[config.mk]
export PLATFORM = sky130hd
export DESIGN_NAME = brake_aux_sequencer
export DESIGN_NICKNAME = d
export VERILOG_FILES = /design/src/tick_gen.v /design/src/seq_timer.v /design/src/brake_aux_sequencer.v
export VERILOG_INCLUDE_DIRS = /design/src
export SDC_FILE = /design/constraint.sdc
export NUM_CORES = 1
export LEC_CHECK = 0
export ABC_AREA = 1
export BUFFER_PORTS_ARGS = -buffer_cell sky130_fd_sc_hd__buf_4
export CAP_MARGIN = 10
export CORE_MARGIN = 2
export CORE_UTILIZATION = 50
export CTS_CLUSTER_SIZE = 16
export DETAILED_ROUTE_END_ITERATION = 8
export GPL_TIMING_DRIVEN = 0
export HOLD_SLACK_MARGIN = 0.15
export PLACE_DENSITY = 0.71
export SKIP_CTS_REPAIR_TIMING = 1
export SLEW_MARGIN = 20
export SYNTH_ARGS = -nofsm -noshare
export SYNTH_HDL_FRONTEND = slang
export SYNTH_SLANG_ARGS = --single-unit
[constraint.sdc]
create_clock -name I_CLK -period 6.75 [get_ports I_CLK]
set_clock_uncertainty 0.2 [all_clocks]
set_input_delay 0.675 -clock I_CLK [delete_from_list [all_inputs] [get_ports I_CLK]]
set_output_delay 0.675 -clock I_CLK [all_outputs]
set_load 0.01 [all_outputs]
[src/brake_aux_consts.vh]
// Constants shared by the brake and auxiliary-circuit sequencer.
`ifndef BRAKE_AUX_CONSTS_VH
`define BRAKE_AUX_CONSTS_VH

// ----------------------------------------------------------------------
// Time base
// ----------------------------------------------------------------------
`define CLK_MHZ 20
`define TICK_US 1000
`define TICK_CYCLES (`TICK_US * `CLK_MHZ)

// ----------------------------------------------------------------------
// Register offsets
// ----------------------------------------------------------------------
`define ADDR_CTRL 8'h00
`define ADDR_REL_DLY 8'h04
`define ADDR_CLS_DLY 8'h08
`define ADDR_RAMP_DLY 8'h0c
`define ADDR_THR_A 8'h10
`define ADDR_THR_B 8'h14
`define ADDR_LEAD 8'h18
`define ADDR_TRAIL 8'h1c
`define ADDR_STATUS 8'h20

// ----------------------------------------------------------------------
// Field positions and encodings
// ----------------------------------------------------------------------
`define CTRL_TYPE_LSB 0
`define CTRL_TYPE_MSB 1
`define CTRL_OPT_LSB 8
`define CTRL_OPT_MSB 15
`define BRAKE_NONE 2'h0
`define BRAKE_HOLD 2'h1
`define BRAKE_OPER 2'h2
`define OPT_RUN_A 8'h17
`define OPT_RUN_B 8'h18
`define OPT_RUN_C 8'h19

// ----------------------------------------------------------------------
// Reset values
// ----------------------------------------------------------------------
`define RST_CTRL 16'h0000
`define RST_DLY 16'h0000
`define RST_THR 16'h0064

`endif

[src/tick_gen.v]
// Fixed time-base tick generator for the sequencing delays.
`timescale 1ns/1ps
module tick_gen #(
   parameter W = 16,
   parameter [W-1:0] CYCLES = 16'd20000
) (
   input wire clk,
   input wire rst_n,
   output reg tick
);
   localparam [W-1:0] LAST = CYCLES - {{(W-1){1'b0}}, 1'b1};
   reg [W-1:0] cnt_r;

   always @(posedge clk or negedge rst_n) begin
      if (!rst_n) begin
         cnt_r <= {W{1'b0}};
         tick <= 1'b0;
      end else if (cnt_r == LAST) begin
         cnt_r <= {W{1'b0}};
         tick <= 1'b1;
      end else begin
         cnt_r <= cnt_r + {{(W-1){1'b0}}, 1'b1};
         tick <= 1'b0;
      end
   end
endmodule // tick_gen

[src/seq_timer.v]
// Reloadable down-counter that measures a delay in time-base ticks.
`timescale 1ns/1ps
module seq_timer #(
   parameter W = 16
) (
   input wire clk,
   input wire rst_n,
   input wire tick,
   input wire load,
   input wire [W-1:0] value,
   output wire expired
);
   reg [W-1:0] count_r;

   // A load always wins over a tick, so a retrigger restarts the delay.
   always @(posedge clk or negedge rst_n) begin
      if (!rst_n) begin
         count_r <= {W{1'b0}};
      end else if (load) begin
         count_r <= value;
      end else if (tick && (count_r != {W{1'b0}})) begin
         count_r <= count_r - {{(W-1){1'b0}}, 1'b1};
      end
   end

   assign expired = (count_r == {W{1'b0}});
endmodule // seq_timer

[src/brake_aux_sequencer.v]
// Brake, auxiliary-circuit and line-contactor sequencer for a DC drive.
//
// Decided for this implementation: the address-and-strobe port and the register addresses.
`timescale 1ns/1ps
`include "brake_aux_consts.vh"
module brake_aux_sequencer #(
   parameter [15:0] TICK_CYCLES = `TICK_CYCLES,
   parameter DW = 16
) (
   input wire I_CLK,
   input wire I_RST_N,
   input wire [7:0] I_ADDR,
   input wire [15:0] I_WDATA,
   input wire I_WR,
   input wire I_RD,
   output reg [15:0] O_RDATA,
   input wire I_SWITCH_ON,
   input wire I_OP_ENABLE,
   input wire I_JOG,
   input wire I_CREEP,
   input wire I_QUICK_STOP,
   input wire I_DISCONNECT,
   input wire I_ESTOP,
   input wire [DW-1:0] I_SPEED,
   output reg O_BRAKE_CLOSE,
   output reg O_AUX_ON,
   output reg O_CONTACTOR_ON,
   output reg O_PULSE_EN,
   output reg O_TORQUE_EN,
   output reg O_SETPOINT_ZERO
);

   // -------------------------------------------------------------------
   // Sequencer states
   // -------------------------------------------------------------------
   localparam [3:0] S_OFF = 4'h0;
   localparam [3:0] S_WAIT = 4'h1;
   localparam [3:0] S_READY = 4'h2;
   localparam [3:0] S_REL = 4'h3;
   localparam [3:0] S_RUN = 4'h4;
   localparam [3:0] S_CLOSE = 4'h5;
   localparam [3:0] S_HOLD = 4'h6;
   localparam [3:0] S_COAST = 4'h7;
   localparam [3:0] S_TRAIL = 4'h8;

   // -------------------------------------------------------------------
   // Declarations
   // -------------------------------------------------------------------
   reg rst_meta_r;
   reg rst_sync_r;
   wire rst_n;
   wire tick;
   reg [15:0] ctrl_r;
   reg [15:0] rel_dly_r;
   reg [15:0] cls_dly_r;
   reg [15:0] ramp_dly_r;
   reg [DW-1:0] thr_a_r;
   reg [DW-1:0] thr_b_r;
   reg [15:0] lead_r;
   reg [15:0] trail_r;
   reg [3:0] state_r;
   reg [3:0] state_nxt;
   reg aux_r;
   reg aux_nxt;
   reg cont_r;
   reg cont_nxt;
   reg pulse_r;
   reg pulse_nxt;
   reg torque_r;
   reg torque_nxt;
   reg brake_r;
   reg brake_nxt;
   reg seq_load;
   reg [15:0] seq_val;
   wire seq_done;
   wire ramp_load;
   wire ramp_done;
   wire [1:0] brake_type;
   wire [7:0] opt_sel;
   wire opt_force;
   wire [DW-1:0] min_thr;
   wire slow;
   wire close_ok;
   wire on_cmd;
   wire run_en;
   wire rel_neg;
   wire [15:0] rel_mag;
   wire active;
   reg [15:0] rd_mux;

   // -------------------------------------------------------------------
   // Reset release
   // -------------------------------------------------------------------
   // The release is synchronised so every flop leaves reset on one edge.
   always @(posedge I_CLK or negedge I_RST_N) begin
      if (!I_RST_N) begin
         rst_meta_r <= 1'b0;
         rst_sync_r <= 1'b0;
      end else begin
         rst_meta_r <= 1'b1;
         rst_sync_r <= rst_meta_r;
      end
   end

   assign rst_n = rst_sync_r;

   // -------------------------------------------------------------------
   // Time base and delay counters
   // -------------------------------------------------------------------
   tick_gen #(
      .W(16),
      .CYCLES(TICK_CYCLES)
   ) u_tick (
      .clk(I_CLK),
      .rst_n(rst_n),
      .tick(tick)
   );

   // Lead, release, closing and trail delays never overlap in time, so
   // they share one counter that each state reloads on entry.
   seq_timer #(
      .W(16)
   ) u_seq_timer (
      .clk(I_CLK),
      .rst_n(rst_n),
      .tick(tick),
      .load(seq_load),
      .value(seq_val),
      .expired(seq_done)
   );

   seq_timer #(
      .W(16)
   ) u_ramp_timer (
      .clk(I_CLK),
      .rst_n(rst_n),
      .tick(tick),
      .load(ramp_load),
      .value(ramp_dly_r),
      .expired(ramp_done)
   );

   // -------------------------------------------------------------------
   // Command and configuration decode
   // -------------------------------------------------------------------
   assign on_cmd = (I_SWITCH_ON | I_JOG | I_CREEP) & ~I_QUICK_STOP;
   assign run_en = I_OP_ENABLE & ~I_DISCONNECT & ~I_ESTOP;
   assign brake_type = ctrl_r[`CTRL_TYPE_MSB:`CTRL_TYPE_LSB];
   assign opt_sel = ctrl_r[`CTRL_OPT_MSB:`CTRL_OPT_LSB];
   assign opt_force = (opt_sel == `OPT_RUN_A) | (opt_sel == `OPT_RUN_B) |
                      (opt_sel == `OPT_RUN_C);
   assign min_thr = (thr_a_r < thr_b_r) ? thr_a_r : thr_b_r;
   assign slow = (I_SPEED < min_thr);
   // An operational brake may close while turning; a holding brake
   // waits for standstill to spare its linings.
   assign close_ok = (brake_type != `BRAKE_HOLD) | slow;
   assign rel_neg = rel_dly_r[15];
   assign rel_mag = rel_neg ? (~rel_dly_r + 16'h0001) : rel_dly_r;
   assign active = (state_r == S_READY) | (state_r == S_REL) |
                   (state_r == S_RUN) | (state_r == S_CLOSE) |
                   (state_r == S_HOLD);

   // -------------------------------------------------------------------
   // Sequencer next state
   // -------------------------------------------------------------------
   always @* begin
      state_nxt = state_r;
      aux_nxt = aux_r;
      cont_nxt = cont_r;
      pulse_nxt = pulse_r;
      torque_nxt = torque_r;
      brake_nxt = brake_r;
      seq_load = 1'b0;
      seq_val = 16'h0000;
      case (state_r)
         S_OFF: begin
            if (on_cmd) begin
               aux_nxt = 1'b1;
               seq_load = 1'b1;
               seq_val = lead_r;
               state_nxt = S_WAIT;
            end
         end
         S_WAIT: begin
            if (!on_cmd) begin
               seq_load = 1'b1;
               seq_val = trail_r;
               state_nxt = S_TRAIL;
            end else if (seq_done) begin
               cont_nxt = 1'b1;
               state_nxt = S_READY;
            end
         end
         S_READY: begin
            if (run_en) begin
               pulse_nxt = 1'b1;
               seq_load = 1'b1;
               seq_val = rel_mag;
               if (rel_neg) begin
                  torque_nxt = 1'b1;
               end else begin
                  brake_nxt = 1'b0;
               end
               state_nxt = S_REL;
            end
         end
         S_REL: begin
            if (!run_en) begin
               state_nxt = S_CLOSE;
            end else if (seq_done) begin
               torque_nxt = 1'b1;
               brake_nxt = 1'b0;
               state_nxt = S_RUN;
            end
         end
         S_RUN: begin
            if (!run_en) begin
               state_nxt = S_CLOSE;
            end
         end
         S_CLOSE: begin
            if (close_ok) begin
               brake_nxt = 1'b1;
               seq_load = 1'b1;
               seq_val = cls_dly_r;
               state_nxt = S_HOLD;
            end
         end
         S_HOLD: begin
            if (seq_done) begin
               torque_nxt = 1'b0;
               pulse_nxt = 1'b0;
               state_nxt = S_READY;
            end
         end
         S_COAST: begin
            if (close_ok) begin
               brake_nxt = 1'b1;
            end
            if (slow) begin
               cont_nxt = 1'b0;
               seq_load = 1'b1;
               seq_val = trail_r;
               state_nxt = S_TRAIL;
            end
         end
         S_TRAIL: begin
            if (on_cmd) begin
               cont_nxt = 1'b1;
               state_nxt = S_READY;
            end else if (seq_done) begin
               aux_nxt = 1'b0;
               state_nxt = S_OFF;
            end
         end
         default: begin
            state_nxt = S_OFF;
         end
      endcase
      // Switch-off overrides any running step: pulses and torque go at
      // once, while the contactor waits for the drive to slow down.
      if (active && !on_cmd) begin
         pulse_nxt = 1'b0;
         torque_nxt = 1'b0;
         seq_load = 1'b0;
         state_nxt = S_COAST;
         if (close_ok) begin
            brake_nxt = 1'b1;
         end
      end
   end

   // Controller enable is the rising edge of torque enable.
   assign ramp_load = torque_nxt & ~torque_r;

   // -------------------------------------------------------------------
   // Sequencer state and outputs
   // -------------------------------------------------------------------
   always @(posedge I_CLK or negedge rst_n) begin
      if (!rst_n) begin
         state_r <= S_OFF;
         aux_r <= 1'b0;
         cont_r <= 1'b0;
         pulse_r <= 1'b0;
         torque_r <= 1'b0;
         brake_r <= 1'b1;
         O_BRAKE_CLOSE <= 1'b0;
         O_AUX_ON <= 1'b0;
         O_CONTACTOR_ON <= 1'b0;
         O_PULSE_EN <= 1'b0;
         O_TORQUE_EN <= 1'b0;
         O_SETPOINT_ZERO <= 1'b1;
      end else begin
         state_r <= state_nxt;
         aux_r <= aux_nxt;
         cont_r <= cont_nxt;
         pulse_r <= pulse_nxt;
         torque_r <= torque_nxt;
         brake_r <= brake_nxt;
         // With no brake fitted the output stays open except when an
         // optimization run demands it.
         O_BRAKE_CLOSE <= ((brake_type != `BRAKE_NONE) & brake_nxt) |
                          opt_force;
         O_AUX_ON <= aux_nxt;
         O_CONTACTOR_ON <= cont_nxt;
         O_PULSE_EN <= pulse_nxt;
         O_TORQUE_EN <= torque_nxt;
         O_SETPOINT_ZERO <= ~torque_nxt | ramp_load | ~ramp_done;
      end
   end

   // -------------------------------------------------------------------
   // Register writes
   // -------------------------------------------------------------------
   always @(posedge I_CLK or negedge rst_n) begin
      if (!rst_n) begin
         ctrl_r <= `RST_CTRL;
         rel_dly_r <= `RST_DLY;
         cls_dly_r <= `RST_DLY;
         ramp_dly_r <= `RST_DLY;
         thr_a_r <= `RST_THR;
         thr_b_r <= `RST_THR;
         lead_r <= `RST_DLY;
         trail_r <= `RST_DLY;
      end else if (I_WR) begin
         case (I_ADDR)
            `ADDR_CTRL: begin
               ctrl_r <= I_WDATA;
            end
            `ADDR_REL_DLY: begin
               rel_dly_r <= I_WDATA;
            end
            `ADDR_CLS_DLY: begin
               cls_dly_r <= I_WDATA;
            end
            `ADDR_RAMP_DLY: begin
               ramp_dly_r <= I_WDATA;
            end
            `ADDR_THR_A: begin
               thr_a_r <= I_WDATA[DW-1:0];
            end
            `ADDR_THR_B: begin
               thr_b_r <= I_WDATA[DW-1:0];
            end
            `ADDR_LEAD: begin
               lead_r <= I_WDATA;
            end
            `ADDR_TRAIL: begin
               trail_r <= I_WDATA;
            end
            default: begin
               ctrl_r <= ctrl_r;
            end
         endcase
      end
   end

   // -------------------------------------------------------------------
   // Register reads
   // -------------------------------------------------------------------
   always @* begin
      case (I_ADDR)
         `ADDR_CTRL: rd_mux = ctrl_r;
         `ADDR_REL_DLY: rd_mux = rel_dly_r;
         `ADDR_CLS_DLY: rd_mux = cls_dly_r;
         `ADDR_RAMP_DLY: rd_mux = ramp_dly_r;
         `ADDR_THR_A: rd_mux = thr_a_r;
         `ADDR_THR_B: rd_mux = thr_b_r;
         `ADDR_LEAD: rd_mux = lead_r;
         `ADDR_TRAIL: rd_mux = trail_r;
         `ADDR_STATUS: rd_mux = {state_r, 6'h00, O_SETPOINT_ZERO,
                                 O_TORQUE_EN, O_PULSE_EN, O_CONTACTOR_ON,
                                 O_AUX_ON, O_BRAKE_CLOSE};
         default: rd_mux = 16'h0000;
      endcase
   end

   // Read data stand for exactly the cycle after the strobe.
   always @(posedge I_CLK or negedge rst_n) begin
      if (!rst_n) begin
         O_RDATA <= 16'h0000;
      end else if (I_RD) begin
         O_RDATA <= rd_mux;
      end else begin
         O_RDATA <= 16'h0000;
      end
   end

endmodule // brake_aux_sequencer

# [Yosys cells after proc, flatten, opt, wreduce, memory -nomap -nowiden]
# Cells that the tools add are included.
[word_totals] reg_bits=206 latch_bits=0 ram_bits=0 rom_bits=0 out_inout_bits=22 word_cells=180 mem_count=0
[classes] add_sub_neg=4 n_mul=0 div=0 magnitude_cmp=2 n_eq_ne=36 shifts=0 muxes=62 n_bitwise=24 n_reduce_logical=29
[ops] operator="16-bit 2-to-1 mux" n=13
[ops] operator="16-bit one-hot mux with 9 select lines" n=1
[ops] operator="16-bit one-hot mux with 5 select lines" n=1
[ops] operator="8-bit by 5-bit == test with 1-bit output (second input constant)" n=7
[ops] operator="4-bit 2-to-1 mux" n=12
[ops] operator="4-bit one-hot mux with 9 select lines" n=1
[ops] operator="16-bit by 1-bit adder with 16-bit output (second input constant)" n=2
[ops] operator="16-bit logical NOT" n=2
[ops] operator="16-bit less-than comparator" n=2
[ops] operator="16-bit nonzero test" n=2
[ops] operator="16-bit by 1-bit subtractor with 16-bit output (second input constant)" n=2
[ops] operator="1-bit 2-to-1 mux" n=28
[ops] operator="16-bit by 15-bit == test with 1-bit output (second input constant)" n=1
[ops] operator="4-bit by 3-bit == test with 1-bit output (second input constant)" n=4
[ops] operator="8-bit by 4-bit == test with 1-bit output (second input constant)" n=2
[ops] operator="16-bit NOT" n=1
[ops] operator="2-bit AND reduction" n=8
[ops] operator="2-bit != test (second input constant)" n=7
[ops] operator="3-bit by 2-bit != test with 1-bit output (second input constant)" n=4
[ops] operator="1-bit bitwise OR" n=12
[ops] operator="1-bit one-hot mux with 3 select lines" n=3
[ops] operator="4-bit by 2-bit == test with 1-bit output (second input constant)" n=2
[ops] operator="8-bit by 3-bit == test with 1-bit output (second input constant)" n=1
[ops] operator="8-bit by 6-bit == test with 1-bit output (second input constant)" n=1
[ops] operator="other kinds (21)" n=38

# [Logic depth before layout (Yosys ltp)]
[logic_depth] depth_word=10 ltp_mapped=30 ltp_nobuf=28

# [Hierarchy]
# Synthesis repeated with hierarchy kept, for this count alone.
[unflattened] cells_unflattened=1536 hier_area_um2=11935.2
[by_module_without_submodules] mod="brake_aux_sequencer" instances=1 cells_per_inst=1056 area_per_inst_um2=8350.5 seq_area_each_um2=3938.8
[by_module_without_submodules] mod="seq_timer" instances=2 cells_per_inst=181 area_per_inst_um2=1337.5 seq_area_each_um2=400.4
[by_module_without_submodules] mod="tick_gen" instances=1 cells_per_inst=118 area_per_inst_um2=909.6 seq_area_each_um2=425.4

# [Worst setup path before layout]
# Ideal clock, no wire load.
[synth_timing] path_type="register to register" from="register thr_b_r[6]" to="register u_seq_timer.count_r[10]" setup_ns=0.117 arrival_time_ns=3.364 required_ns=6.433 path_slack_ns=3.069 path_stages_with_launch=25 n_path_buf=2 synth_period_minus_slack_ns=3.681 cell_sequence="dfstp_2 > inv_1 > ha_1 > nand2_1 > o21a_1 > nand2_1 > nand2_1 > nand2_2 > clkbuf_1 > nand2_1 > o21ai_0 > ha_1 > nand2_1 > inv_1 > nand3_1 > a31oi_1 > a2111oi_0 > nand2_1 > nand2_2 > nand2_4 > a21oi_4 > buf_6 > nand2_1 > nand2_1 > nor2_1"
[synth_between] elab_chain_cells=8
[synth_rtl] element="start, declared" line_no="brake_aux_sequencer.v:58" text="reg [DW-1:0] thr_b_r;"
[synth_rtl] element="start signal, assigned" line_no="brake_aux_sequencer.v:322" text="thr_b_r <= `RST_THR;"
[synth_rtl] element="start signal, assigned" line_no="brake_aux_sequencer.v:343" text="thr_b_r <= I_WDATA[DW-1:0];"
[synth_rtl] element="16-bit less-than comparator" line_no="brake_aux_sequencer.v:152" text="assign min_thr = (thr_a_r < thr_b_r) ? thr_a_r : thr_b_r;"
[synth_rtl] element="16-bit 2-to-1 mux *" line_no="brake_aux_sequencer.v:152"
[synth_rtl] element="16-bit less-than comparator *" line_no="brake_aux_sequencer.v:153" text="assign slow = (I_SPEED < min_thr);"
[synth_rtl] element="1-bit bitwise OR" line_no="brake_aux_sequencer.v:156" text="assign close_ok = (brake_type != `BRAKE_HOLD) | slow;"
[synth_rtl] element="1-bit 2-to-1 mux" line_no="brake_aux_sequencer.v:222" text="if (close_ok) begin"
[synth_rtl] element="1-bit one-hot mux with 5 select lines" line_no="brake_aux_sequencer.v:175" text="case (state_r)"
[synth_rtl] element="1-bit 2-to-1 mux" line_no="brake_aux_sequencer.v:262" text="if (active && !on_cmd) begin"
[synth_rtl] element="16-bit 2-to-1 mux / 2-bit nonzero test (equally long branches)"
[synth_rtl] element="end signal, assigned" line_no="seq_timer.v:18" text="count_r <= {W{1'b0}};"
[synth_rtl] element="end signal, assigned" line_no="seq_timer.v:20" text="count_r <= value;"
[synth_rtl] element="end signal, assigned" line_no="seq_timer.v:22" text="count_r <= count_r - {{(W-1){1'b0}}, 1'b1};"
[synth_rtl] element="end, declared" line_no="seq_timer.v:13" text="reg [W-1:0] count_r;"
# Mark *: on every way between the ends. The rest lies on a longest branch, timed or not.
# A chain may end at the register's enable or synchronous reset.

# [Worst setup path after layout]
[layout_timing] from="register thr_b_r[5]" to="register O_BRAKE_CLOSE"
[layout_between] elab_chain_cells=10
[layout_rtl] element="16-bit less-than comparator" line_no="brake_aux_sequencer.v:152"
[layout_rtl] element="16-bit 2-to-1 mux *" line_no="brake_aux_sequencer.v:152"
[layout_rtl] element="16-bit less-than comparator *" line_no="brake_aux_sequencer.v:153"
[layout_rtl] element="1-bit bitwise OR *" line_no="brake_aux_sequencer.v:156"
[layout_rtl] element="1-bit 2-to-1 mux" line_no="brake_aux_sequencer.v:222, brake_aux_sequencer.v:237"
[layout_rtl] element="1-bit one-hot mux with 3 select lines" line_no="brake_aux_sequencer.v:175"
[layout_rtl] element="1-bit 2-to-1 mux" line_no="brake_aux_sequencer.v:267" text="if (close_ok) begin"
[layout_rtl] element="1-bit 2-to-1 mux *" line_no="brake_aux_sequencer.v:262"
[layout_rtl] element="net brake_nxt" line_no="brake_aux_sequencer.v:72" text="reg brake_nxt;"
[layout_rtl] element="1-bit bitwise AND *" line_no="brake_aux_sequencer.v:302" text="O_BRAKE_CLOSE <= ((brake_type != `BRAKE_NONE) & brake_nxt) |"
[layout_rtl] element="1-bit bitwise OR *" line_no="brake_aux_sequencer.v:302"
[layout_rtl] element="end signal, assigned" line_no="brake_aux_sequencer.v:302"
[layout_rtl] element="end, declared" line_no="brake_aux_sequencer.v:25" text="output reg O_BRAKE_CLOSE,"
# The timed path passes the listed nets; every way through them passes the cells marked *.

==> summary.md <==
| Metric | Value |
|---|---|
| WL/cell | 19.9 um |
| Post-synth top area cell | dfrtp_1 |
| Fmax achieved | 0.215 GHz |
| Clk buf depth | 3 |
| Initial DRC Count | 1240 |
| Internal power | 2550 uW |
| Total gr overflow | 0 |
| Setup Crit Path Kind | flop to flop |
| Nets | 1635 |
| Clock latency at the later pin of the worst-skew pair | 0.53 ns |
| Detailed-route via count | 10888 |
| H-Tree Depth | 1 |
| Status | finished clean |
| Synthesis-to-finish area growth | 16.5% |
| Synth Area in XOR/XNOR | 2.33% |
| Switching share of power | 34.2% |
| Max-Cap Viols | 0 |
| Post-synth cell types | 50 |
| #FFs+latches synth | 206 |
| Avg Synthesized Cell Area | 7.81 sq um |
| Hold/Removal Path Class | flop to async pin |
| Post-Syn Area | 11300 sq um |
| Worst-path clk slew | 0.06 ns |
| Core ar. | 22000 sq um |
| Cell Count, Final, Fillers Out | 1849 |
| Synth top cells by count | nand2_1, dfrtp_1, o21ai_0, inv_1, nor2_1 |
| Minimum clock period | 4.66 ns |
| Worst r2r src | thr_b_r[5]$_DFFE_PN1P_ |
| Post-synth EDFFs | 0 |
| Final Hold Viols | 0 |
| Async set or reset register ratio after synthesis | 100% |
| Total CTS buffers | 24 |
| Pre-antenna DRT Iters | 6 |
| Post-Synth Simple-Gate Area | 22.1% |
| # clock sinks | 206 |
| Largest net degree at the start of global routing | 57 |
| Placed cell count | 1802 |
| Slew margin rel. | 33.7% |
| Reg2Reg Depth | 23 |
| Slew at the pin closest to its max-slew limit | 0.986 ns |
| GPL Wtd Cong | 0.988 |
| Post-synthesis adder-cell area fraction | 3.77% |
| CP required | 6.98 ns |
| Lkg Pwr | 0.00599 uW |
| Ys flop type | dfrtp_1 |
| RSZ-0062 raised after global routing | false |
| R2R setup slack | 2.09 ns |
| CP Capture Type | flop |
| Main combinational cell family by area after synthesis | simple AND/OR/NAND/NOR gates |
| Rows | 54 |
| Die ar. | 23800 sq um |
| Gate power share | 27.3% |
| Die height | 154 um |
| Root Driver | clkbuf_16 |
| Sw Pwr | 1320 uW |
| Top-count cell post-synth | nand2_1 |
| Setup crit start kind | flop |
| Fillers | 2019 |
| Vias per inst | 5.89 |
| Final period utilization | 69.1% |
| I/O pin count | 73 |
| Worst EP arrival | 4.89 ns |
| WL final | 36.7 mm |
| RR Endpoint | O_BRAKE_CLOSE$_DFF_PN0_ |
| HPWL after DPL | 27.4 mm |
| Sequential area share after synthesis | 45.7% |
| Layout cells sized above 1 | 10.7% |
| YS warnings | 0 |
| Most area-consuming cells after synthesis | dfrtp_1, nand2_1, o21ai_0 |
| IO buf count | 71 |
| Final core utilization | 59.7% |
| Post-synthesis mux area share | 0% |
| DRT antenna net count | 0 |
| Syn nets | 1532 |
| DRC Markers | 0 |
| Clock network fraction of total power | 35.4% |
| Total track usage | 31.2% |
| Critical path peak fanout | 10 |
| Final slew viol count | 0 |
| Initial antenna violation count | 1 |
| Die Width | 154 um |
| Final setup viols | 0 |
| Cell area power density | 295 nW/um^2 |
| Vias in the first global route | 10346 |
| Complex-gate fraction of the synthesized area | 18.2% |
| Area share of the largest cell type after synthesis | 43.9% |
| Wire length of the first global-routing pass | 57.4 mm |
| Syn Inst Count | 1447 |
| Max IR drop VDD | 0.000202 V |
| CTS tree | built |
| Flop pwr share | 37.3% |
| Initial Util | 51.3% |
==> power groups by stage <==
stage | Combinational, uW | Sequential [uW] | Clock (uW)
5_1_grt | 1200 | 1460 | 1430
3_5_place_dp | 1040 | 1460 | 0
4_1_cts | 1050 | 1440 | 1380
3_3_place_gp | 978 | 1480 | 0
6_report | 1060 | 1440 | 1370
2_1_floorplan | 739 | 1450 | 0
==> routing by layer <==
metal,up-vias,routed length (um),track usage [%]
met2,623,15700,46.6
li1,5046,-,-
met5,-,0,0
met1,5099,15100,44.2
met3,120,3950,6.05
met4,0,1910,14.0
==> layout make-up <==
| type | count | area (sq um) | share of cell area [%] |
|---|---|---|---|
| antenna | 1 | 2.50 | 0.0190 |
| buffer | 54 | 238 | 1.81 |
| clock buffer | 37 | 751 | 5.71 |
| clock inverter | 7 | 91.3 | 0.694 |
| inverter | 173 | 649 | 4.94 |
| multi-input combinational | 1014 | 5250 | 39.9 |
| sequential | 206 | 5170 | 39.3 |
| tap | 280 | 350 | 2.66 |
| timing repair buffer | 77 | 656 | 4.98 |
==> critical path: stages, from the launching register on <==
cell,delay (ns)
dfstp_2,0.53
inv_1,0.09
ha_1,0.32
a21oi_1,0.07
o21a_1,0.16
nand2_1,0.06
nand2_1,0.07
nand2_2,0.10
clkbuf_1,0.40
nand2_1,0.08
o21ai_0,0.10
ha_1,0.25
nand2_1,0.07
inv_1,0.05
nand3_1,0.06
a31oi_1,0.11
a2111oi_2,0.60
nand2_1,0.14
nand2_2,0.12
buf_2,0.25
o21ai_0,0.11
nand3_1,0.27
o21ai_0,0.14
nand2_1,0.19
==> worst max-delay path by stage <==
stage | start | to | slack [ns] | depth (start not counted)
3_5_place_dp | thr_b_r[5]$_DFFE_PN1P_ | O_BRAKE_CLOSE$_DFF_PN0_ | 2.30 | 23
4_1_cts | thr_b_r[5]$_DFFE_PN1P_ | O_BRAKE_CLOSE$_DFF_PN0_ | 2.26 | 23
2_1_floorplan | rst_n$_DFF_PN0_ | O_BRAKE_CLOSE$_DFF_PN0_ | 0.40 | 0
5_1_grt | thr_b_r[6]$_DFFE_PN1P_ | O_BRAKE_CLOSE$_DFF_PN0_ | 1.88 | 21
3_3_place_gp | rst_n$_DFF_PN0_ | state_r[2]$_DFFE_PN0P_ | -1.97 | 0
6_report | thr_b_r[5]$_DFFE_PN1P_ | O_BRAKE_CLOSE$_DFF_PN0_ | 2.09 | 23
==> layout by cell type, fill, tap and decap left out, drive strengths merged, types with 2 or more instances in the layout <==
cell type	n
nor2	123
a211oi	3
inv	172
a32o	3
bufinv	2
dfrtp	198
xnor2	8
a221oi	16
clkinv	5
nor3	29
o211ai	6
o31ai	3
nor4	8
clkbuf	79
nand2	332
nor3b	5
ha	34
o21ai	209
o311ai	3
dfstp	8
nand4	11
nand3	74
o221ai	8
xor2	22
a22oi	3
dlygate4sd3	2
buf	87
o21bai	2
o22ai	18
o21a	2
a21oi	63
a31oi	20
nand3b	4
==> per-stage QoR <==
step                      area, sq um  TNS [ns]  power, uW  hold slack, ns  setup WS (ns)
after floorplan                 11300         0       2190           0.131          0.398
after global placement          12200   -382.97       2460           0.136          -1.97
after detailed placement        12300         0       2500         -0.0617           2.30
after CTS                       13100         0       3870          -0.294           2.26
after global routing            13200         0       4090           0.163           1.88
final                           13200         0       3880           0.156           2.09
==> cell families (layout without fill, tap and decap cells) <==
logic type               count (synthesis)  in the layout
AND/OR/NAND/NOR                        587            587
XOR/XNOR                                30             30
other                                    1              2
AO/OA/AOI/OAI                          362            362
buffers and inverters                  227            348
flip-flops                             206            206
adder cells (fa/ha/maj)                 34             34
(Power assumes the default switching activity.)
